`src/amrt_pkg.sv`:
```
package amrt_pkg;
  localparam int unsigned AMRT_NUM_CS = 4;
  localparam int unsigned AMRT_ADDR_W = 24;
  localparam int unsigned AMRT_DATA_W = 8;
  localparam int unsigned AMRT_SETUP_W = 6;
  localparam int unsigned AMRT_PULSE_W = 7;
  localparam int unsigned AMRT_CYCLE_W = 9;
  localparam int unsigned AMRT_CNT_W = 10;
  // system address: chip select index sits just above the 16 Mbyte window
  localparam int unsigned AMRT_CS_LSB = 24;
  localparam int unsigned AMRT_SYS_ADDR_W = 26;
  // reset values of the per chip select timing codes, read mode and flash assignment
  localparam logic [5:0] AMRT_SETUP_RST = 6'h01;
  localparam logic [6:0] AMRT_PULSE_RST = 7'h01;
  localparam logic [8:0] AMRT_CYCLE_RST = 9'h003;
  localparam logic AMRT_READ_MODE_RST = 1'b1;
  localparam logic [3:0] AMRT_FLASH_ASSIGN_RST = 4'h0;
  // code field positions
  localparam int unsigned AMRT_SETUP_HI_BIT = 5;
  localparam int unsigned AMRT_PULSE_HI_BIT = 6;
  localparam int unsigned AMRT_CYCLE_HI_LSB = 7;
  typedef enum logic [1:0] {
    AMRT_IDLE,
    AMRT_RUN,
    AMRT_DONE
  } amrt_state_e;
endpackage : amrt_pkg

```
`src/amrt_read_ctrl.sv`:
```
`timescale 1ns/1ps
// Behaviour
// - 24-bit address bus, 16 Mbyte window each.
// - single 8-bit data lane.
// - per chip select NAND assignment bit.
// - NAND chip select routes strobes to flash.
// - flash enables drop when address leaves window.
// - cycle starts by driving the address.
// - strobe: setup, pulse low, then hold high.
// - chip select has own setup and pulse.
// - hold derived from total cycle length.
// - timings per chip select, clock cycles.
// - zero setup/hold keeps strobes low back-to-back.
// - mode bit picks capture signal, no compare.
// - mode one: capture at strobe rising edge.
// - mode zero: capture at chip select rise.
// - setup and pulse codes decoded with weights.
// - cycle code decoded with weight 256.
// - mode defaults to strobe-controlled after reset.
module amrt_read_ctrl
  import amrt_pkg::*;
(
  // clock and reset
  input wire logic clk,
  input wire logic arst_n,
  // configuration, flattened per chip select (index i at [i*w +: w])
  input wire logic [23:0] read_strobe_setup,
  input wire logic [23:0] select_read_setup,
  input wire logic [27:0] read_strobe_pulse,
  input wire logic [27:0] select_read_pulse,
  input wire logic [35:0] read_total_cycle,
  input wire logic [3:0] read_mode_cfg,
  input wire logic [3:0] flash_cs_assign,
  input wire logic cfg_load,
  // read request
  input wire logic req_valid,
  input wire logic [25:0] req_addr,
  output logic req_ready,
  output logic rd_valid,
  output logic [7:0] rd_data,
  // write strobe from write path
  input wire logic write_strobe_n,
  // external pins
  output logic [23:0] ext_addr,
  input wire logic [7:0] ext_data_in,
  output logic [7:0] ext_data_out,
  output logic ext_data_oe,
  output logic [3:0] chip_select_n,
  output logic read_strobe_n,
  output logic flash_out_enable_n,
  output logic flash_write_enable_n,
  // status
  output logic [3:0] read_mode_status,
  output logic busy
);

  ////////////////////////////////////////////////////////////////////////////
  function automatic logic [9:0] dec_setup(input logic [5:0] c);
    dec_setup = {c[AMRT_SETUP_HI_BIT], 9'h000} >> 2;
    dec_setup = dec_setup + {5'h00, c[4:0]};
  endfunction : dec_setup

  function automatic logic [9:0] dec_pulse(input logic [6:0] c);
    dec_pulse = {1'b0, c[AMRT_PULSE_HI_BIT], 8'h00} + {4'h0, c[5:0]};
  endfunction : dec_pulse

  function automatic logic [9:0] dec_cycle(input logic [8:0] c);
    dec_cycle = {c[8:AMRT_CYCLE_HI_LSB], 8'h00} + {3'h0, c[6:0]};
  endfunction : dec_cycle

  // per chip select code fields, index i at [i*w +: w]
  function automatic logic [5:0] pick_setup(input logic [23:0] v, input logic [1:0] i);
    pick_setup = v[i*6 +: 6];
  endfunction : pick_setup

  function automatic logic [6:0] pick_pulse(input logic [27:0] v, input logic [1:0] i);
    pick_pulse = v[i*7 +: 7];
  endfunction : pick_pulse

  function automatic logic [8:0] pick_cycle(input logic [35:0] v, input logic [1:0] i);
    pick_cycle = v[i*9 +: 9];
  endfunction : pick_cycle

  // low window of a strobe; the hold is whatever is left of the total cycle
  function automatic logic in_window(input logic [9:0] t, input logic [9:0] on,
                                     input logic [9:0] off);
    in_window = (t >= on) && (t < off);
  endfunction : in_window

  ////////////////////////////////////////////////////////////////////////////
  // latched per chip select configuration
  logic [23:0] rs_setup_reg, rs_setup_next;
  logic [23:0] cs_setup_reg, cs_setup_next;
  logic [27:0] rs_pulse_reg, rs_pulse_next;
  logic [27:0] cs_pulse_reg, cs_pulse_next;
  logic [35:0] cycle_reg, cycle_next;
  logic [3:0] mode_reg, mode_next;
  logic [3:0] assign_reg, assign_next;

  always_comb begin
    rs_setup_next = rs_setup_reg;
    cs_setup_next = cs_setup_reg;
    rs_pulse_next = rs_pulse_reg;
    cs_pulse_next = cs_pulse_reg;
    cycle_next = cycle_reg;
    mode_next = mode_reg;
    assign_next = assign_reg;
    if (cfg_load) begin
      rs_setup_next = read_strobe_setup;
      cs_setup_next = select_read_setup;
      rs_pulse_next = read_strobe_pulse;
      cs_pulse_next = select_read_pulse;
      cycle_next = read_total_cycle;
      mode_next = read_mode_cfg;
      assign_next = flash_cs_assign;
    end
  end

  always_ff @(posedge clk or negedge arst_n) begin
    if (!arst_n) begin
      rs_setup_reg <= {AMRT_NUM_CS{AMRT_SETUP_RST}};
      cs_setup_reg <= {AMRT_NUM_CS{AMRT_SETUP_RST}};
      rs_pulse_reg <= {AMRT_NUM_CS{AMRT_PULSE_RST}};
      cs_pulse_reg <= {AMRT_NUM_CS{AMRT_PULSE_RST}};
      cycle_reg <= {AMRT_NUM_CS{AMRT_CYCLE_RST}};
      mode_reg <= {AMRT_NUM_CS{AMRT_READ_MODE_RST}};
      assign_reg <= AMRT_FLASH_ASSIGN_RST;
    end else begin
      rs_setup_reg <= rs_setup_next;
      cs_setup_reg <= cs_setup_next;
      rs_pulse_reg <= rs_pulse_next;
      cs_pulse_reg <= cs_pulse_next;
      cycle_reg <= cycle_next;
      mode_reg <= mode_next;
      assign_reg <= assign_next;
    end
  end

  ////////////////////////////////////////////////////////////////////////////
  // cycle sequencer
  // the running access uses timings frozen at its take, so a cfg_load mid cycle
  // only retimes the next access; the flash assignment applies at once
  amrt_state_e state_reg, state_next;
  logic [9:0] cnt_reg, cnt_next;
  logic [1:0] cs_idx_reg, cs_idx_next;
  logic [23:0] addr_reg, addr_next;
  logic [9:0] rs_on_reg, rs_on_next;
  logic [9:0] rs_off_reg, rs_off_next;
  logic [9:0] cs_on_reg, cs_on_next;
  logic [9:0] cs_off_reg, cs_off_next;
  logic [9:0] total_reg, total_next;
  logic mode_cur_reg, mode_cur_next;
  logic active_reg, active_next;
  logic rs_n_reg, rs_n_next;
  logic [3:0] cs_n_reg, cs_n_next;
  logic [1:0] rq_idx;
  logic [9:0] cnt_inc;
  logic last;
  logic sample;
  logic take;

  assign rq_idx = req_addr[AMRT_CS_LSB +: 2];
  assign cnt_inc = cnt_reg + 10'h001;
  assign last = (cnt_inc >= total_reg);
  // taking in the last cycle leaves no idle gap between back-to-back reads
  assign take = req_valid && (state_reg != AMRT_RUN || last);

  always_comb begin
    state_next = state_reg;
    cnt_next = cnt_reg;
    cs_idx_next = cs_idx_reg;
    addr_next = addr_reg;
    rs_on_next = rs_on_reg;
    rs_off_next = rs_off_reg;
    cs_on_next = cs_on_reg;
    cs_off_next = cs_off_reg;
    total_next = total_reg;
    mode_cur_next = mode_cur_reg;
    active_next = active_reg;
    sample = 1'b0;
    unique case (state_reg)
      AMRT_IDLE, AMRT_DONE: begin
        state_next = AMRT_IDLE;
        active_next = 1'b0;
      end
      AMRT_RUN: begin
        cnt_next = cnt_inc;
        // capture on the edge raising the governing signal, no compare
        sample = mode_cur_reg ? (cnt_inc == rs_off_reg) : (cnt_inc == cs_off_reg);
        if (last) begin
          state_next = AMRT_DONE;
        end
      end
      default: state_next = AMRT_IDLE;
    endcase
    if (take) begin
      state_next = AMRT_RUN;
      cnt_next = 10'h000;
      active_next = 1'b1;
      cs_idx_next = rq_idx;
      addr_next = req_addr[AMRT_ADDR_W-1:0];
      rs_on_next = dec_setup(pick_setup(rs_setup_reg, rq_idx));
      rs_off_next = rs_on_next + dec_pulse(pick_pulse(rs_pulse_reg, rq_idx));
      cs_on_next = dec_setup(pick_setup(cs_setup_reg, rq_idx));
      cs_off_next = cs_on_next + dec_pulse(pick_pulse(cs_pulse_reg, rq_idx));
      total_next = dec_cycle(pick_cycle(cycle_reg, rq_idx));
      mode_cur_next = mode_reg[rq_idx];
    end
    // strobe levels for the next cycle; zero setup and hold keep them low across a
    // back-to-back cycle to the same memory
    rs_n_next = 1'b1;
    cs_n_next = 4'hf;
    if (active_next && state_next == AMRT_RUN) begin
      if (in_window(cnt_next, rs_on_next, rs_off_next)) begin
        rs_n_next = 1'b0;
      end
      if (in_window(cnt_next, cs_on_next, cs_off_next)) begin
        cs_n_next[cs_idx_next] = 1'b0;
      end
    end
  end

  always_ff @(posedge clk or negedge arst_n) begin
    if (!arst_n) begin
      state_reg <= AMRT_IDLE;
      cnt_reg <= 10'h000;
      cs_idx_reg <= 2'h0;
      addr_reg <= 24'h00_0000;
      rs_on_reg <= 10'h000;
      rs_off_reg <= 10'h000;
      cs_on_reg <= 10'h000;
      cs_off_reg <= 10'h000;
      total_reg <= 10'h000;
      mode_cur_reg <= AMRT_READ_MODE_RST;
      active_reg <= 1'b0;
      rs_n_reg <= 1'b1;
      cs_n_reg <= 4'hf;
    end else begin
      state_reg <= state_next;
      cnt_reg <= cnt_next;
      cs_idx_reg <= cs_idx_next;
      addr_reg <= addr_next;
      rs_on_reg <= rs_on_next;
      rs_off_reg <= rs_off_next;
      cs_on_reg <= cs_on_next;
      cs_off_reg <= cs_off_next;
      total_reg <= total_next;
      mode_cur_reg <= mode_cur_next;
      active_reg <= active_next;
      rs_n_reg <= rs_n_next;
      cs_n_reg <= cs_n_next;
    end
  end

  ////////////////////////////////////////////////////////////////////////////
  // read capture; rd_data keeps the last byte until the next capture
  logic [7:0] data_reg, data_next;
  logic valid_reg, valid_next;

  always_comb begin
    data_next = data_reg;
    valid_next = 1'b0;
    if (sample) begin
      data_next = ext_data_in;
      valid_next = 1'b1;
    end
  end

  always_ff @(posedge clk or negedge arst_n) begin
    if (!arst_n) begin
      data_reg <= 8'h00;
      valid_reg <= 1'b0;
    end else begin
      data_reg <= data_next;
      valid_reg <= valid_next;
    end
  end

  ////////////////////////////////////////////////////////////////////////////
  // outputs; a pulse code of zero gives an empty low window, undefined use
  // (software side) and A21/A22 pass through untouched
  assign req_ready = (state_reg != AMRT_RUN) || last;
  assign busy = (state_reg == AMRT_RUN);
  assign ext_addr = addr_reg;
  assign ext_data_out = 8'h00;
  assign ext_data_oe = 1'b0;
  assign chip_select_n = cs_n_reg;
  assign read_strobe_n = rs_n_reg;
  assign rd_valid = valid_reg;
  assign rd_data = data_reg;
  assign read_mode_status = mode_reg;
  // flash enables only while the assigned region is the one addressed; they fall
  // away with busy, so the next access to a plain region never sees them
  logic flash_sel;
  assign flash_sel = busy && assign_reg[cs_idx_reg];
  assign flash_out_enable_n = !flash_sel || rs_n_reg;
  assign flash_write_enable_n = !flash_sel || write_strobe_n;

endmodule : amrt_read_ctrl

```
`config.mk`:
```
export PLATFORM = sky130hd
export DESIGN_NAME = amrt_read_ctrl
export DESIGN_NICKNAME = d
export VERILOG_FILES = /design/src/amrt_pkg.sv /design/src/amrt_read_ctrl.sv
export SDC_FILE = /design/constraint.sdc
export NUM_CORES = 1
export LEC_CHECK = 0
export BUFFER_PORTS_ARGS = -buffer_cell sky130_fd_sc_hd__buf_4
export CAP_MARGIN = 15
export CORE_UTILIZATION = 55
export CTS_BUF_LIST = sky130_fd_sc_hd__clkbuf_16
export CTS_CLUSTER_DIAMETER = 80
export DETAILED_ROUTE_END_ITERATION = 6
export GPL_ROUTABILITY_DRIVEN = 0
export PLACE_DENSITY = 0.8
export SKIP_CTS_REPAIR_TIMING = 1
export SYNTH_ARGS = -nofsm -noshare
export SYNTH_HDL_FRONTEND = slang
export SYNTH_SLANG_ARGS = --single-unit
export TNS_END_PERCENT = 100
```
`constraint.sdc`:
```
create_clock -name clk -period 5.57 [get_ports clk]
set_input_delay 0.8355 -clock clk [delete_from_list [all_inputs] [get_ports clk]]
set_output_delay 0.8355 -clock clk [all_outputs]
set_load 0.03 [all_outputs]
```
# Word level (Yosys, flattened, before mapping)
# Index checks and enable logic that the tools add are counted.
[totals]
reg_bits = 252
in_bits = 187
output_inout_bits = 55
word_cells = 91
[op_classes]
addsub = 8
n_mul = 3
n_lt_le_gt_ge = 9
eq_ne = 6
shift = 5
n_mux = 25
bitwise = 1
reduce_logical = 12
[ops]
columns = ["operator", "n"]
rows = [
  ["$mux W10", 6],
  ["$shiftx A28 B6 Y7", 2],
  ["$shiftx A24 B6 Y6", 2],
  ["$shiftx A36 B7 Y9", 1],
  ["$ge A10 B10 Y1", 3],
  ["$add A9 B10 Y10", 2],
  ["$add A9 B6 Y10", 2],
  ["$eq A10 B10 Y1", 2],
  ["$lt A10 B10 Y1", 2],
  ["$add A8 B5 Y9", 2],
  ["$add A10 B1 Y10 const B", 1],
  ["$add A10 B7 Y10", 1],
  ["$mux W1", 10],
  ["$lt A2 B3 Y1 const B", 3],
  ["$mux W2", 4],
  ["$mux W4", 2],
  ["$logic_and A1 B1 Y1", 6],
  ["$mul A2 B4 Y6 const B", 1],
  ["$mul A2 B3 Y5 const B", 1],
  ["$bmux W1 S2", 2],
  ["$eq A2 B1 Y1 const B", 2],
  ["$mul A2 B2 Y4 const B", 1],
  ["$not A4 Y4", 1],
  ["$logic_or A1 B1 Y1", 3],
  ["7 further kinds", 7],
]

# Logic depth before layout (Yosys ltp)
[logic_depth]
depth_word = 12
depth_mapped = 22
ltp_nobuf = 21

# Least setup slack after synthesis
# No wires, ideal clock.
[synth_timing]
path_type = "input-to-reg"
startpoint = "input port req_addr[24]"
endpoint = "register cs_n_reg[3], in the netlist chip_select_n[3]"
setup_time_ps = 89
arrival_ps = 5148
required_time_ps = 5481
setup_slack_ps = 333
cell_stages = 18
n_path_buf = 3
path_cell_list = "buf_2 -> buf_1 -> buf_2 -> mux4_2 -> ha_1 -> a21o_1 -> a21oi_1 -> o21bai_1 -> a21oi_1 -> xnor2_1 -> mux2i_1 -> ha_1 -> a21o_1 -> a221oi_1 -> o311a_1 -> a32oi_1 -> a211oi_2 -> nand3_1"
[synth_via]
elab_chain_len = 9
word_cells_on_any_way = 21
cone_classes = "add/sub (3); mul (2); order compare (4); shift (2); mux (7); bitwise (1); reduce/logical (2)"
[synth_lines]
columns = ["item", "line_no", "text"]
rows = [
  ["start, declared", "amrt_read_ctrl.sv:37", "input wire logic [25:0] req_addr,"],
  ["$mul A2 B3 Y5 / $mul A2 B2 Y4 (equally long branches)", "amrt_read_ctrl.sv:77, amrt_read_ctrl.sv:73", ""],
  ["$shiftx A28 B6 Y7 / $shiftx A24 B6 Y6 (equally long branches)", "amrt_read_ctrl.sv:77, amrt_read_ctrl.sv:73", ""],
  ["$add A9 B6 Y10 / $add A8 B5 Y9 (equally long branches)", "amrt_read_ctrl.sv:64, amrt_read_ctrl.sv:60", ""],
  ["$add A9 B10 Y10", "amrt_read_ctrl.sv:205", "cs_off_next = cs_on_next + dec_pulse(pick_pulse(cs_pulse_reg, rq_idx));"],
  ["$mux W10", "amrt_read_ctrl.sv:196", "if (take) begin"],
  ["$lt A10 B10 Y1", "amrt_read_ctrl.sv:87", "in_window = (t >= on) && (t < off);"],
  ["$logic_and A1 B1 Y1", "amrt_read_ctrl.sv:87", ""],
  ["$mux W4 (*)", "amrt_read_ctrl.sv:217", "if (in_window(cnt_next, cs_on_next, cs_off_next)) begin"],
  ["$mux W4 (*)", "amrt_read_ctrl.sv:213", "if (active_next && state_next == AMRT_RUN) begin"],
  ["net cs_n_next[3]", "amrt_read_ctrl.sv:155", "logic [3:0] cs_n_reg, cs_n_next;"],
  ["end signal, assigned", "amrt_read_ctrl.sv:251", "cs_n_reg <= cs_n_next;"],
  ["end, declared", "amrt_read_ctrl.sv:155", ""],
]
# The timed path passes the listed nets; every way through them passes the cells marked *.
# A chain may end at the register's enable or synchronous reset.

# Worst setup path after layout
[layout_timing]
startpoint = "register cnt_reg[0]"
endpoint = "register cs_n_reg[2], in the netlist chip_select_n[2]"
[layout_via]
elab_chain_len = 12
word_cells_on_any_way = 26
cone_classes = "add/sub (1); order compare (5); eq/ne (1); mux (13); bitwise (1); reduce/logical (5)"
[layout_lines]
columns = ["item", "line_no", "text"]
rows = [
  ["start, declared", "amrt_read_ctrl.sv:144", "logic [9:0] cnt_reg, cnt_next;"],
  ["start signal, assigned", "amrt_read_ctrl.sv:240", "cnt_reg <= cnt_next;"],
  ["$add A10 B1 Y10", "amrt_read_ctrl.sv:163", "assign cnt_inc = cnt_reg + 10'h001;"],
  ["$ge A10 B10 Y1", "amrt_read_ctrl.sv:164", "assign last = (cnt_inc >= total_reg);"],
  ["$logic_or A1 B1 Y1", "amrt_read_ctrl.sv:166", "assign take = req_valid && (state_reg != AMRT_RUN || last);"],
  ["$logic_and A1 B1 Y1", "amrt_read_ctrl.sv:166", ""],
  ["$mux W2", "amrt_read_ctrl.sv:196", ""],
  ["$lt A2 B3 Y1 (not written as such) / $ge A2 B1 Y1 (equally long branches)", "amrt_read_ctrl.sv:218", "cs_n_next[cs_idx_next] = 1'b0;"],
  ["$logic_and A1 B1 Y1 (not written as such)", "amrt_read_ctrl.sv:218", ""],
  ["$mux W1 (not written as such)", "amrt_read_ctrl.sv:218", ""],
  ["$demux W1 S2", "amrt_read_ctrl.sv:218", ""],
  ["$not A4 Y4 (no source line)", "-", ""],
  ["$mux W4", "amrt_read_ctrl.sv:217", ""],
  ["$mux W4 (*)", "amrt_read_ctrl.sv:213", ""],
  ["net cs_n_next[2]", "amrt_read_ctrl.sv:155", ""],
]
# Marks and branches as above.

==> key figures <==
Clock tree
  – Num CTS Buffers: 27
  – H-tree Lvls: 1
  – Worst skew pair latency: 0.53 ns
  – CTS tree: done
  – Clock tree buffer depth: 3
  – CTS clk-pin slew, worst paths: 0.06 ns
  – Clock root buffer: clkbuf_16
  – Sink Count: 251

Power and ir drop
  – Worst vdd ir: 0.000308 V
  – Pleak: 7.24 nW
  – Pwr Density: 481 nW/µm²
  – PnR Total Power: 7.31 mW

Layout
  – Synth-to-Final Area Change: 22.6%
  – Max reg flops: 36
  – Post-Layout Cell Count: 1503
  – Most common cell after layout, fill and taps aside: buf_4
  – Share of layout cells above drive strength 1: 0.437
  – Most frequent cells in the layout: 248 x buf_4, 217 x dfrtp_1, 150 x mux2_2
  – Final Net Count: 1448
  – ANT cells: 0

Detailed routing
  – DR WL/cell: 18.3 µm
  – DRC Markers: 14
  – Routed length on met1: 11500 µm
  – Uppermost layer routed: met4
  – DR iter-0 viols: 441
  – DRT Pass-1 Iters: 7
  – Met3 WL post-DR: 1970 µm
  – DR WL met2: 13600 µm
  – Total Wirelength: 27400 µm
  – Vias: 8215
  – Drt via density: 5.47
  – Routed Antenna Nets: 0

Global route
  – Vias in the first global route: 8822
  – Total GRT Usage: 0.244
  – Largest net degree at the start of global routing: 140
  – Global-route wire length before repair: 45400 µm
  – Initial antenna violation count: 0
  – Grt total ovfl: 0

Floorplan
  – Initial core utilization: 0.565
  – CORE AREA: 22000 µm²
  – Die Height: 152 µm
  – Die area: 23200 µm²
  – # IOs: 242
  – Chip width: 152 µm
  – Std cell rows: 54

Synth
  – Netlist cell types: 64
  – Top cell type's share of synthesized area: 0.438
  – Adder-cell share of the synthesized area: 0.0607
  – Top FF cell, synth: dfrtp_1
  – Post-Synth XOR/XNOR Area: 0.0281
  – Yosys top cell by area: dfrtp_1
  – Seq/Total Area, Yosys: 0.510
  – Cells after Synth: 971
  – Synth Warn #: 0
  – Syn_area_per_cell: 12.8 µm²
  – Largest cells by area after synthesis: dfrtp_1 44%, mux2_2 14%, dfstp_2 7.2%, mux4_2 6.7%, ha_1 5.7%
  – Post-synth EDFFs: 0
  – Largest family of logic cells by synthesized area: multiplexers
  – Fraction of registers with async set/reset: 1.00
  – Synth Area in Compound Gates: 0.0469
  – FF+latch count, synth: 251
  – Simple logic cell fraction of the synthesized area: 0.0780
  – Mux cell area share after synthesis: 0.237
  – Synthesized area: 12400 µm²

Setup path
  – Worst setup SP type: register
  – Path depth of the worst reg2reg path: 20
  – Critical path type: register to register
  – Worst r2r src: cnt_reg[0]
  – Crit. Startpoint: cnt_reg[0]
  – Critical Path AT: 5.58 ns
  – Critical path capture point type: register
  – Crit-path max FO: 11
  – CP Data Required Time: 6.01 ns

Timing
  – Clock skew: 0.0127 ns
  – Setup violators final: 0
  – Minimum clock period: 5.14 ns
  – WHS: 0.442 ns
  – RSZ-0062 raised after global routing: no
  – Final worst slack: 0.429 ns
  – Slew headroom: 0.320
  – Slew Limit Fails: 0
  – Tcrit/Tclk final: 0.923
  – TNS Setup: 0 ns
  – Fmax: 195 MHz
  – Worst-Margin Slew: 1.02 ns
  – Endpoints failing hold: 0

Place
  – DP Wirelength: 19600 µm
  – Dpl cells: 1451
  – Worst slack at placement: 0.451 ns
  – I/O Buffers: 232

Run status
  – Failing checks: DRC
  – Status: complete, but fails checks

Hold path
  – Hold Crit Class: input pin to async pin

Flow run
  – Max Cap Viol: 0
==> where the power goes <==
part | switching (mW) | internal (mW) | leakage (nW)
clock | 0.716 | 0.923 | 0.416
sequential | 0.275 | 2.27 | 2.97
combinational | 1.78 | 1.34 | 3.86
total | 2.77 | 4.54 | 7.24
==> cell families (layout without fill, tap and decap cells) <==
logic type                 Yosys count  in the layout
DFF                                251            251
xor gates and xnor gates            35             35
and+or+nand+nor                    207            207
adders and majority gates           59             59
other                                1              9
AOI/OAI and AO/OA                   88             89
muxes                              225            225
buffers and inverters              105            348
==> path summary, 6_finish.rpt <==
path | end | slack [ns]
max in group asynchronous | ext_addr[12] | 3.98
max reg2reg | chip_select_n[2] | 0.43
min in group clk | rs_on_reg[8] | 0.46
min | cs_pulse_reg[17] | 0.44
min reg2reg | rs_on_reg[8] | 0.46
max | chip_select_n[2] | 0.43
==> cell type report <==
class	count	area [µm²]
Clock inverter	23	129
Clock buffer	27	676
Fill cell	1576	6750
Multi-Input combinational cell	624	5650
Timing Repair Buffer	251	1910
Tap cell	280	350
Sequential cell	251	6320
Inverter	47	176
==> stage by stage <==
stage | util | cell area [µm²]
floorplan | - | 12400
global placement | 0.655 | 14400
detailed placement | 0.655 | 14400
CTS | 0.692 | 15200
global route | 0.693 | 15200
finish | 0.693 | 15200
==> layer usage <==
layer | vias to the layer above | track usage
li1 | 3853 | -
met1 | 4076 | 0.323
met2 | 256 | 0.418
met5 | - | 0
met3 | 30 | 0.0535
met4 | 0 | 0.0442
==> critical path: stages (launching register included) <==
cell and delay (ns):
dfrtp_1 0.58, ha_1 0.29, nand2_1 0.11, nor2_4 0.16
nand3_2 0.11, xnor2_2 0.20, ha_1 0.27, and3_1 0.16
a221oi_1 0.24, buf_4 0.19, nand3_1 0.26, o21ai_4 0.42
a21oi_1 0.16, ha_1 0.34, a21o_1 0.18, a21o_1 0.18
a221oi_1 0.38, o311a_1 0.24, a32oi_1 0.12, a211oi_2 0.33
nand3b_1 0.12
==> synth_stat cells, types with 3 or more instances <==
cell / instances
dfrtp_1: 217
mux2_2: 150
nand2_1: 132
ha_1: 57
inv_1: 47
mux4_2: 37
dfstp_2: 34
mux2i_1: 30
o21ai_0: 25
a21oi_1: 21
clkbuf_1: 21
xnor2_1: 20
nor2_1: 18
buf_4: 17
a21o_1: 15
xor2_1: 11
buf_2: 10
nand3_1: 9
mux2_4: 8
buf_1: 7
nand4_1: 6
and3_1: 5
nor2b_1: 5
nand2b_1: 4
nor3_1: 4
o21a_1: 4
a221oi_1: 3
and2_1: 3
nand3_2: 3
o211ai_1: 3
(Power assumes the default switching activity.)
